<file path="config.mk">
export PLATFORM = sky130hd
export DESIGN_NAME = spt_tracker
export DESIGN_NICKNAME = d
export VERILOG_FILES = /design/src/inc/spt_pkg.sv /design/src/rtl/spt_tracker.sv
export SDC_FILE = /design/constraint.sdc
export NUM_CORES = 1
export LEC_CHECK = 0
export BUFFER_PORTS_ARGS = -buffer_cell sky130_fd_sc_hd__buf_4
export CELL_PAD_IN_SITES_DETAIL_PLACEMENT = 1
export CELL_PAD_IN_SITES_GLOBAL_PLACEMENT = 2
export CORE_MARGIN = 2
export CORE_UTILIZATION = 36
export CTS_CLUSTER_DIAMETER = 40
export DETAILED_ROUTE_END_ITERATION = 8
export HOLD_SLACK_MARGIN = 0.15
export PLACE_DENSITY_LB_ADDON = 0.1
export SETUP_SLACK_MARGIN = 0.15
export SYNTH_ARGS = -nofsm -noshare
export SYNTH_HDL_FRONTEND = slang
export SYNTH_SLANG_ARGS = --single-unit
</file>
<file path="constraint.sdc">
create_clock -name clk_i -period 4.4 [get_ports clk_i]
set_clock_uncertainty 0.05 [all_clocks]
set_input_delay 0.66 -clock clk_i [delete_from_list [all_inputs] [get_ports clk_i]]
set_output_delay 0.66 -clock clk_i [all_outputs]
set_load 0.02 [all_outputs]
</file>
<file path="src/inc/spt_pkg.sv">
// Package of constants for the shaft position tracker
package spt_pkg;
  // ----------------------------------------------------------------
  // Geometry
  // ----------------------------------------------------------------
  localparam int SPT_ANGLE_W = 15;
  localparam int SPT_TURN_W = 16;
  localparam logic [14:0] SPT_ANGLE_MAX = 15'h7fff;
  localparam logic [14:0] SPT_ANGLE_ZERO = 15'h0000;
  localparam logic [15:0] SPT_TURN_RST = 16'h0000;
  // ----------------------------------------------------------------
  // Index zeroing selections
  // ----------------------------------------------------------------
  localparam logic [1:0] SPT_SEL_INDEX = 2'h1;
  localparam logic [1:0] SPT_SEL_SOFT = 2'h2;
  // ----------------------------------------------------------------
  // Register map
  // ----------------------------------------------------------------
  localparam logic [3:0] SPT_REG_CTRL = 4'h0;
  localparam logic [3:0] SPT_REG_ANGLE = 4'h1;
  localparam logic [3:0] SPT_REG_TURNS = 4'h2;
  localparam logic [3:0] SPT_REG_STATUS = 4'h3;
  localparam logic [3:0] SPT_REG_IRQ_STAT = 4'h4;
  localparam logic [3:0] SPT_REG_IRQ_MASK = 4'h5;
  localparam int SPT_CTRL_SEL_LSB = 0;
  localparam int SPT_CTRL_ENC_EN = 2;
  localparam int SPT_CTRL_SOFT_ZERO = 3;
  localparam int SPT_IRQ_W = 3;
  localparam int SPT_IRQ_INDEX = 0;
  localparam int SPT_IRQ_FWD_WRAP = 1;
  localparam int SPT_IRQ_BWD_WRAP = 2;
  localparam logic [1:0] SPT_SEL_RST = 2'h0;
  localparam logic [2:0] SPT_MASK_RST = 3'h0;
endpackage

</file>
<file path="src/rtl/spt_tracker.sv">
// Shaft position tracker: quadrature decode, angle, turns and register port
// Overview of operation
// RULE1: Shaft angle is a 15-bit count of 32768 steps per turn.
// RULE2: Angle is zero after reset, so the reset position is the reference.
// RULE3: With selection 1 a detected index pulse zeroes the angle.
// RULE4: With selection 2 index pulses are ignored and a software request zeroes the angle.
// RULE5: Any change of the encoder enable bit zeroes the angle.
// RULE6: A forward wrap from 32767 to 0 increments the signed turn counter.
// RULE7: A backward wrap from 0 to 32767 decrements the signed turn counter.
// RULE8: The index-seen flag is 0 after reset.
// RULE9: The index-seen flag sets only under selection 1 on a detected index pulse.
// RULE10: The index-seen flag tells software the angle is referenced to the index mark; only reset clears it, so soft or enable zeroing leaves it set.
// RULE11: Each decoded encoder count moves the angle one step, wrapping modulo 32768.
//
// The register offsets and the strobed register port were left to the implementer.
`timescale 1ns/1ps
`default_nettype none
module spt_tracker
  import spt_pkg::*;
(
  input wire logic clk_i,
  input wire logic rst_n_i,
  input wire logic enc_a_i,
  input wire logic enc_b_i,
  input wire logic enc_index_i,
  input wire logic [3:0] addr_i,
  input wire logic [15:0] wdata_i,
  input wire logic wr_i,
  input wire logic rd_i,
  output logic [15:0] rdata_o,
  output logic irq_o
);

  // ----------------------------------------------------------------
  // State
  // ----------------------------------------------------------------
  typedef struct packed {
    logic [2:0] a_sync;
    logic [2:0] b_sync;
    logic [2:0] z_sync;
    logic [1:0] index_zero_select;
    logic enc_enable;
    logic [14:0] shaft_angle_count;
    logic [15:0] shaft_turn_count;
    logic index_seen_flag;
    logic [2:0] irq_stat;
    logic [2:0] irq_mask;
    logic [15:0] rdata;
  } spt_state_t;

  spt_state_t cur;
  spt_state_t next_st;

  // Quadrature step: +1, -1 or 0 from previous and current AB
  function automatic logic [1:0] spt_quad(input logic [1:0] prev, input logic [1:0] now);
    logic [3:0] key;
    key = {prev, now};
    case (key)
      4'h1, 4'h7, 4'he, 4'h8: spt_quad = 2'h1;
      4'h2, 4'hb, 4'hd, 4'h4: spt_quad = 2'h3;
      default: spt_quad = 2'h0;
    endcase
  endfunction

  always_comb begin
    logic [1:0] step;
    logic fwd;
    logic bwd;
    logic index_evt;
    logic zero_req;
    logic fwd_wrap;
    logic bwd_wrap;
    logic [2:0] evt;
    step = 2'h0;
    fwd = 1'b0;
    bwd = 1'b0;
    index_evt = 1'b0;
    zero_req = 1'b0;
    fwd_wrap = 1'b0;
    bwd_wrap = 1'b0;
    evt = 3'h0;
    next_st = cur;

    // ----------------------------------------------------------------
    // Pin synchronisers (bit 0 first stage, bit 2 history)
    // ----------------------------------------------------------------
    next_st.a_sync = {cur.a_sync[1:0], enc_a_i};
    next_st.b_sync = {cur.b_sync[1:0], enc_b_i};
    next_st.z_sync = {cur.z_sync[1:0], enc_index_i};

    step = spt_quad({cur.a_sync[2], cur.b_sync[2]}, {cur.a_sync[1], cur.b_sync[1]});
    fwd = cur.enc_enable && (step == 2'h1);
    bwd = cur.enc_enable && (step == 2'h3);
    index_evt = cur.enc_enable && cur.z_sync[1] && !cur.z_sync[2];

    // ----------------------------------------------------------------
    // Register writes
    // ----------------------------------------------------------------
    if (wr_i) begin
      case (addr_i)
        SPT_REG_CTRL: begin
          next_st.index_zero_select = wdata_i[SPT_CTRL_SEL_LSB +: 2];
          next_st.enc_enable = wdata_i[SPT_CTRL_ENC_EN];
          if (wdata_i[SPT_CTRL_ENC_EN] != cur.enc_enable) begin
            zero_req = 1'b1; // RULE5
          end
          if (wdata_i[SPT_CTRL_SOFT_ZERO] && cur.index_zero_select == SPT_SEL_SOFT) begin
            zero_req = 1'b1; // RULE4
          end
        end
        SPT_REG_IRQ_MASK: next_st.irq_mask = wdata_i[SPT_IRQ_W-1:0];
        default: begin
        end
      endcase
    end

    if (index_evt && cur.index_zero_select == SPT_SEL_INDEX) begin
      zero_req = 1'b1; // RULE3
      next_st.index_seen_flag = 1'b1; // RULE9 RULE10
    end

    // ----------------------------------------------------------------
    // Angle and turns
    // ----------------------------------------------------------------
    if (zero_req) begin
      next_st.shaft_angle_count = SPT_ANGLE_ZERO;
    end else if (fwd) begin
      next_st.shaft_angle_count = cur.shaft_angle_count + 15'h0001; // RULE11 RULE1
      fwd_wrap = (cur.shaft_angle_count == SPT_ANGLE_MAX);
    end else if (bwd) begin
      next_st.shaft_angle_count = cur.shaft_angle_count - 15'h0001; // RULE11
      bwd_wrap = (cur.shaft_angle_count == SPT_ANGLE_ZERO);
    end
    if (fwd_wrap) begin
      next_st.shaft_turn_count = cur.shaft_turn_count + 16'h0001; // RULE6
    end else if (bwd_wrap) begin
      next_st.shaft_turn_count = cur.shaft_turn_count - 16'h0001; // RULE7
    end

    // ----------------------------------------------------------------
    // Interrupts: read clears, new event wins
    // ----------------------------------------------------------------
    evt[SPT_IRQ_INDEX] = index_evt;
    evt[SPT_IRQ_FWD_WRAP] = fwd_wrap;
    evt[SPT_IRQ_BWD_WRAP] = bwd_wrap;
    if (rd_i && addr_i == SPT_REG_IRQ_STAT) begin
      next_st.irq_stat = evt;
    end else begin
      next_st.irq_stat = cur.irq_stat | evt;
    end

    // ----------------------------------------------------------------
    // Register reads
    // ----------------------------------------------------------------
    next_st.rdata = 16'h0000;
    if (rd_i) begin
      case (addr_i)
        SPT_REG_CTRL: next_st.rdata = {13'h0000, cur.enc_enable, cur.index_zero_select};
        SPT_REG_ANGLE: next_st.rdata = {1'b0, cur.shaft_angle_count};
        SPT_REG_TURNS: next_st.rdata = cur.shaft_turn_count;
        SPT_REG_STATUS: next_st.rdata = {15'h0000, cur.index_seen_flag}; // RULE10
        SPT_REG_IRQ_STAT: next_st.rdata = {13'h0000, cur.irq_stat};
        SPT_REG_IRQ_MASK: next_st.rdata = {13'h0000, cur.irq_mask};
        default: next_st.rdata = 16'h0000;
      endcase
    end
  end

  always_ff @(posedge clk_i) begin
    if (!rst_n_i) begin
      cur.a_sync <= 3'h0;
      cur.b_sync <= 3'h0;
      cur.z_sync <= 3'h0;
      cur.index_zero_select <= SPT_SEL_RST;
      cur.enc_enable <= 1'b0;
      cur.shaft_angle_count <= SPT_ANGLE_ZERO; // RULE2
      cur.shaft_turn_count <= SPT_TURN_RST;
      cur.index_seen_flag <= 1'b0; // RULE8
      cur.irq_stat <= 3'h0;
      cur.irq_mask <= SPT_MASK_RST;
      cur.rdata <= 16'h0000;
    end else begin
      cur <= next_st;
    end
  end

  assign rdata_o = cur.rdata;
  assign irq_o = |(cur.irq_stat & cur.irq_mask);

endmodule
`default_nettype wire

</file>
-- Word level (Yosys, flattened, before mapping)
Memories as Yosys holds them, arrays and structs flattened. A register that Yosys moved wholly into a read port is not among the register bits.
Cells that the tools add are included.
- register bits after elaboration: 66
- memory bits (read-only): 32
- output and inout bits: 17
- memories: 1
- reductions and logical operators: 17
- add/subtract/negate cells: 4
- bitwise operators: 3
- multiplexer cells: 17
- equal/unequal tests: 11
- memories (name ; words ; bits a word ; read ports ; clocked after memory_dff ; write ports ; RTL line ; RTL):
    (name not given) ; 16 ; 2 ; 1 ; 1 ; 0 ; spt_tracker.sv:58 ; case (key)
- operators by type and width (operator ; number):
    $pmux W16 S6 ; 1
    $mux W16 ; 2
    $mux W15 ; 2
    $add A16 B1 Y16 const B ; 1
    $sub A16 B1 Y16 const B ; 1
    $add A15 B1 Y15 const B ; 1
    $eq A15 B15 Y1 const B ; 1
    $logic_not A15 Y1 ; 1
    $sub A15 B1 Y15 const B ; 1
    $mux W1 ; 10
    $eq A4 B2 Y1 const B ; 2
    $eq A4 B3 Y1 const B ; 2
    $logic_and A1 B1 Y1 ; 7
    $reduce_and A2 Y1 ; 3
    $eq A2 B1 Y1 const B ; 2
    $eq A2 B2 Y1 const B ; 2
    $eq A4 B1 Y1 const B ; 1
    $logic_not A4 Y1 ; 1
    $mux W4 ; 1
    $reduce_bool A2 Y1 ; 2
    $and A3 B3 Y3 ; 1
    $mux W3 ; 1
    $or A3 B3 Y3 ; 1
    $reduce_or A3 Y1 ; 1
    other kinds (4) ; 4

-- Longest topological paths before layout
- depth in word-level cells: 9
- depth in mapped cells: 12
- depth with buffers taken out: 11

-- Worst setup path before layout
No wires, ideal clock.
- kind: in2reg
- start: in wdata_i[3]
- end: reg cur[36] in the netlist's numbering
- cell stages on the path: 10
- library setup time: 0.128 ns
- path slack: 0.830 ns
- path buffers: 0
- data required time: 4.222 ns
- arrival time: 3.392 ns
- cells stage by stage: and3b_1 o2111ai_2 nand4_1 ha_1 nand2_1 or3_4 a211o_1 a211oi_1 mux2i_1 o211ai_1
- longest elaborated chain between the ends: 7
- elaborated cells on any way between the ends: 9
- classes of those cells: mux (7); reduce/logical (2)
- RTL lines (what ; RTL line ; RTL):
    start, declared ; spt_tracker.sv:27 ; input wire logic [15:0] wdata_i,
    $logic_and A1 B1 Y1 (*) ; spt_tracker.sv:107 ; if (wdata_i[SPT_CTRL_SOFT_ZERO] && cur.index_zero_select == SPT_SEL_SOFT) begin
    $mux W1 (*) ; spt_tracker.sv:107 ;
    $mux W1 (*) ; spt_tracker.sv:100 ; case (addr_i)
    $mux W1 (*) ; spt_tracker.sv:99 ; if (wr_i) begin
    $mux W1 (*) ; spt_tracker.sv:117 ; if (index_evt && cur.index_zero_select == SPT_SEL_INDEX) begin
    $mux W1 ; spt_tracker.sv:125 ; if (zero_req) begin
    $mux W16 or $reduce_bool A2 Y1 (tied branches) ; - ;
    end signal, assigned ; spt_tracker.sv:183 ; cur <= next_st;
    end, declared ; spt_tracker.sv:51 ; spt_state_t cur;
Mark *: on every way between the ends. The rest lies on a longest branch, timed or not.
A chain may end at the register's enable or synchronous reset.

-- Worst setup path in the final report
- start: reg cur[42] in the netlist's numbering
- end: reg cur[36] in the netlist's numbering
- longest elaborated chain between the ends: 5
- elaborated cells on any way between the ends: 9
- classes of those cells: eq/ne (1); mux (6); reduce/logical (2)
- RTL lines (what ; RTL line ; RTL):
    $logic_not A15 Y1 ; spt_tracker.sv:132 ; bwd_wrap = (cur.shaft_angle_count == SPT_ANGLE_ZERO);
    $mux W1 ; spt_tracker.sv:130 ; end else if (bwd) begin
    $mux W1 ; spt_tracker.sv:127 ; end else if (fwd) begin
    $mux W1 ; spt_tracker.sv:125 ;
    $reduce_bool A2 Y1 (no line) ; - ;
Parallel ways exist; a longest one is shown, timed or not.

==> impl_results.md <==
* Antenna fix cells at 0
* Final core occ at 41.7%
* WP data required at 4.55 ns
* CP Class: flop to flop
* Clock slew at reported path FFs at 0.06 ns
* First-pass GRT wire length at 19300 µm
* Clk Tree Root Cell: clkbuf_16
* GRT Util Overall at 19.2%
* Slew margin rel. at 49.4%
* DP Area at 4420 µm²
* Post-DRT Antenna Nets at 0
* Async S/R FF share, synth at 0%
* Max FO, Critical Path at 6
* Power Total at 1.41 mW
* Vias per cell at 5.47
* DRT Pass-1 Iters at 4
* Row count at 39
* CTS tree: built
* Non-filler cells, final at 657
* Yosys top cell area share at 31.8%
* Final nets at 569
* Fmax achieved at 286 MHz
* DP Wirelength at 8490 µm
* Worst-margin pin slew at 0.756 ns
* GR Overflow Total at 0
* Maxcap violations at 0
* Post-synthesis cell area at 4150 µm²
* Distinct cell type count of the synthesized netlist at 66
* Final cycle utilization of the critical path at 79.5%
* Gpl congestion at 0.806
* CTS H-tree lvls at 3
* Drt wl/cell at 17.3 µm
* Top cells by count, synth: 66 x dfxtp_1, 52 x nor2_1, 42 x nand2_1
* Chip width at 111 µm
* RSZ-0062 raised after global routing: no
* HP Start: cur[57]
* Leakage Power at 2.00 nW
* Max-slew violations at 0
* Hold path depth at 1
* Layout cells sized above 1 at 12.6%
* I/O Buffers at 31
* Final setup viols at 0
* Largest net degree at the start of global routing at 27
* Hold slack at 0.386 ns
* Count leader, synth: dfxtp_1
* Post-CTS Resized at 0
* Setup WS pre-CTS at 0.740 ns
* Fill count at 1352
* Die Ht at 111 µm
* Placed cells at 641
* Largest cells by area after synthesis: dfxtp_1 32%, ha_1 9.3%, mux2i_1 4.8%
* Yosys reg bits at 66
* Worst vdd ir at 0.153 mV
* EDFF count, synth at 0
* Net count after synthesis at 555
* Worst R2R Path Depth at 10
* Longest Clk Path Bufs at 2
* Sum of negative setup slack at 0 ns
* Yosys warning total at 0
* Core ar. at 11300 µm²
* Post-synth top area cell: dfxtp_1
* Final setup margin at 0.903 ns
* Ys flop type: dfxtp_1
* Synthesized area per cell at 8.39 µm²
* Ports at 44
* Setup bufs post-CTS at 0
* Reg-to-Reg End: cur[36]
* DR DRC count at 0
* DR iter-0 viols at 140
* Initial Util at 36.7%
* Hold Path End: cur[58]
* Layout area overhead at 13.7%
* Initial antenna violation count at 0
* Status: finished clean
* Die area at 12400 µm²
* Seq/Total Area, Yosys at 31.8%
* Crit path time final at 3.50 ns
* Nature of the critical path startpoint: flop
* DRT Wirelength at 11300 µm
* Worst setup EP type: flop
* Hold Violations, Final at 0
* Worst skew pair latency at 0.34 ns
* Cell Pwr Density at 300 nW/µm²
* Hold_buf cts at 0
* WP data arrival at 3.65 ns
* Hold crit path type: flop to flop
* Flop2flop setup slack at 0.90 ns
* Final instance area at 4720 µm²
* Routed via count at 3592
* TritonCTS buffer count at 9
* Clk sinks at 66
* Mapped Cells at 495
* Reg2reg start: cur[42]
* Vias in the first global route at 3709
[worst max-delay path, cell delays in order, from the launching register on]
cell      delay [ns]
dfxtp_1         0.49
nand3_1         0.14
nor4_2          0.38
nand4_1         0.36
ha_1            0.48
nand2_1         0.09
or3_4           0.40
a211o_1         0.35
a211oi_1        0.31
mux2i_1         0.22
o211ai_1        0.09
[flip-flops by register name, indices dropped and copies added (netlist names), named ones only]
register,cells
rdata_o,16
cur,48
[layout make-up]
type                    count  area (µm²)  share of cell area, %
multi-input cells         378        2580                   54.7
flip-flops and latches     66        1320                   28.0
repair buffers             37         278                   5.88
clock buffers              14         264                   5.59
well taps                 143         179                   3.79
inverters                  17        63.8                   1.35
clock inverters             2        35.0                  0.742
[cell usage in the layout, fill, tap and decap left out, drive strengths merged, types with 5 or more instances in the layout]
cell type,n
dfxtp,66
nor2,52
nand2,43
buf,37
a21oi,32
ha,31
mux2i,20
o21ai,20
inv,17
nand3,15
clkbuf,14
a22oi,13
xnor2,12
a211oi,12
nor3,10
a21o,9
nand4,8
nand2b,8
a31oi,8
nor4,8
and2,7
nand3b,6
o21a,6
xor2,5
[per-layer routing]
layer | routed length (µm) | vias up | track usage [%]
met5 | 0 | - | 0
met4 | 173 | 0 | 5.84
met3 | 243 | 11 | 3.97
met2 | 5390 | 29 | 31.5
met1 | 5540 | 1736 | 25.6
li1 | - | 1816 | -
[where the power goes]
part / internal [mW] / switching, mW
Sequential: 0.604 / 0.00588
Combinational: 0.0301 / 0.0445
Clock: 0.469 / 0.260
[logic make-up after synthesis]
family	after synthesis	share of synthesized area [%]
AND/OR/NAND/NOR	180	21.9
AO/OA/AOI/OAI	127	20.8
flip-flops	66	31.8
buffers and inverters	51	6.21
adder cells (fa/ha/maj)	33	10.3
multiplexers	21	5.36
XOR/XNOR	17	3.59
[how the worst max path moves through the flow]
stage / slack [ns] / depth (start not counted) / to / from
CTS: 0.91 / 10 / cur[38] / cur[42]
finish: 0.90 / 10 / cur[36] / cur[42]
floorplan: 0.83 / 10 / cur[36] / wdata_i[3]
global route: 0.54 / 11 / cur[38] / cur[42]
detailed placement: 0.74 / 11 / cur[36] / wdata_i[2]
global placement: 0.74 / 11 / cur[36] / wdata_i[3]
No activity file was read; power rests on OpenSTA's default activity.
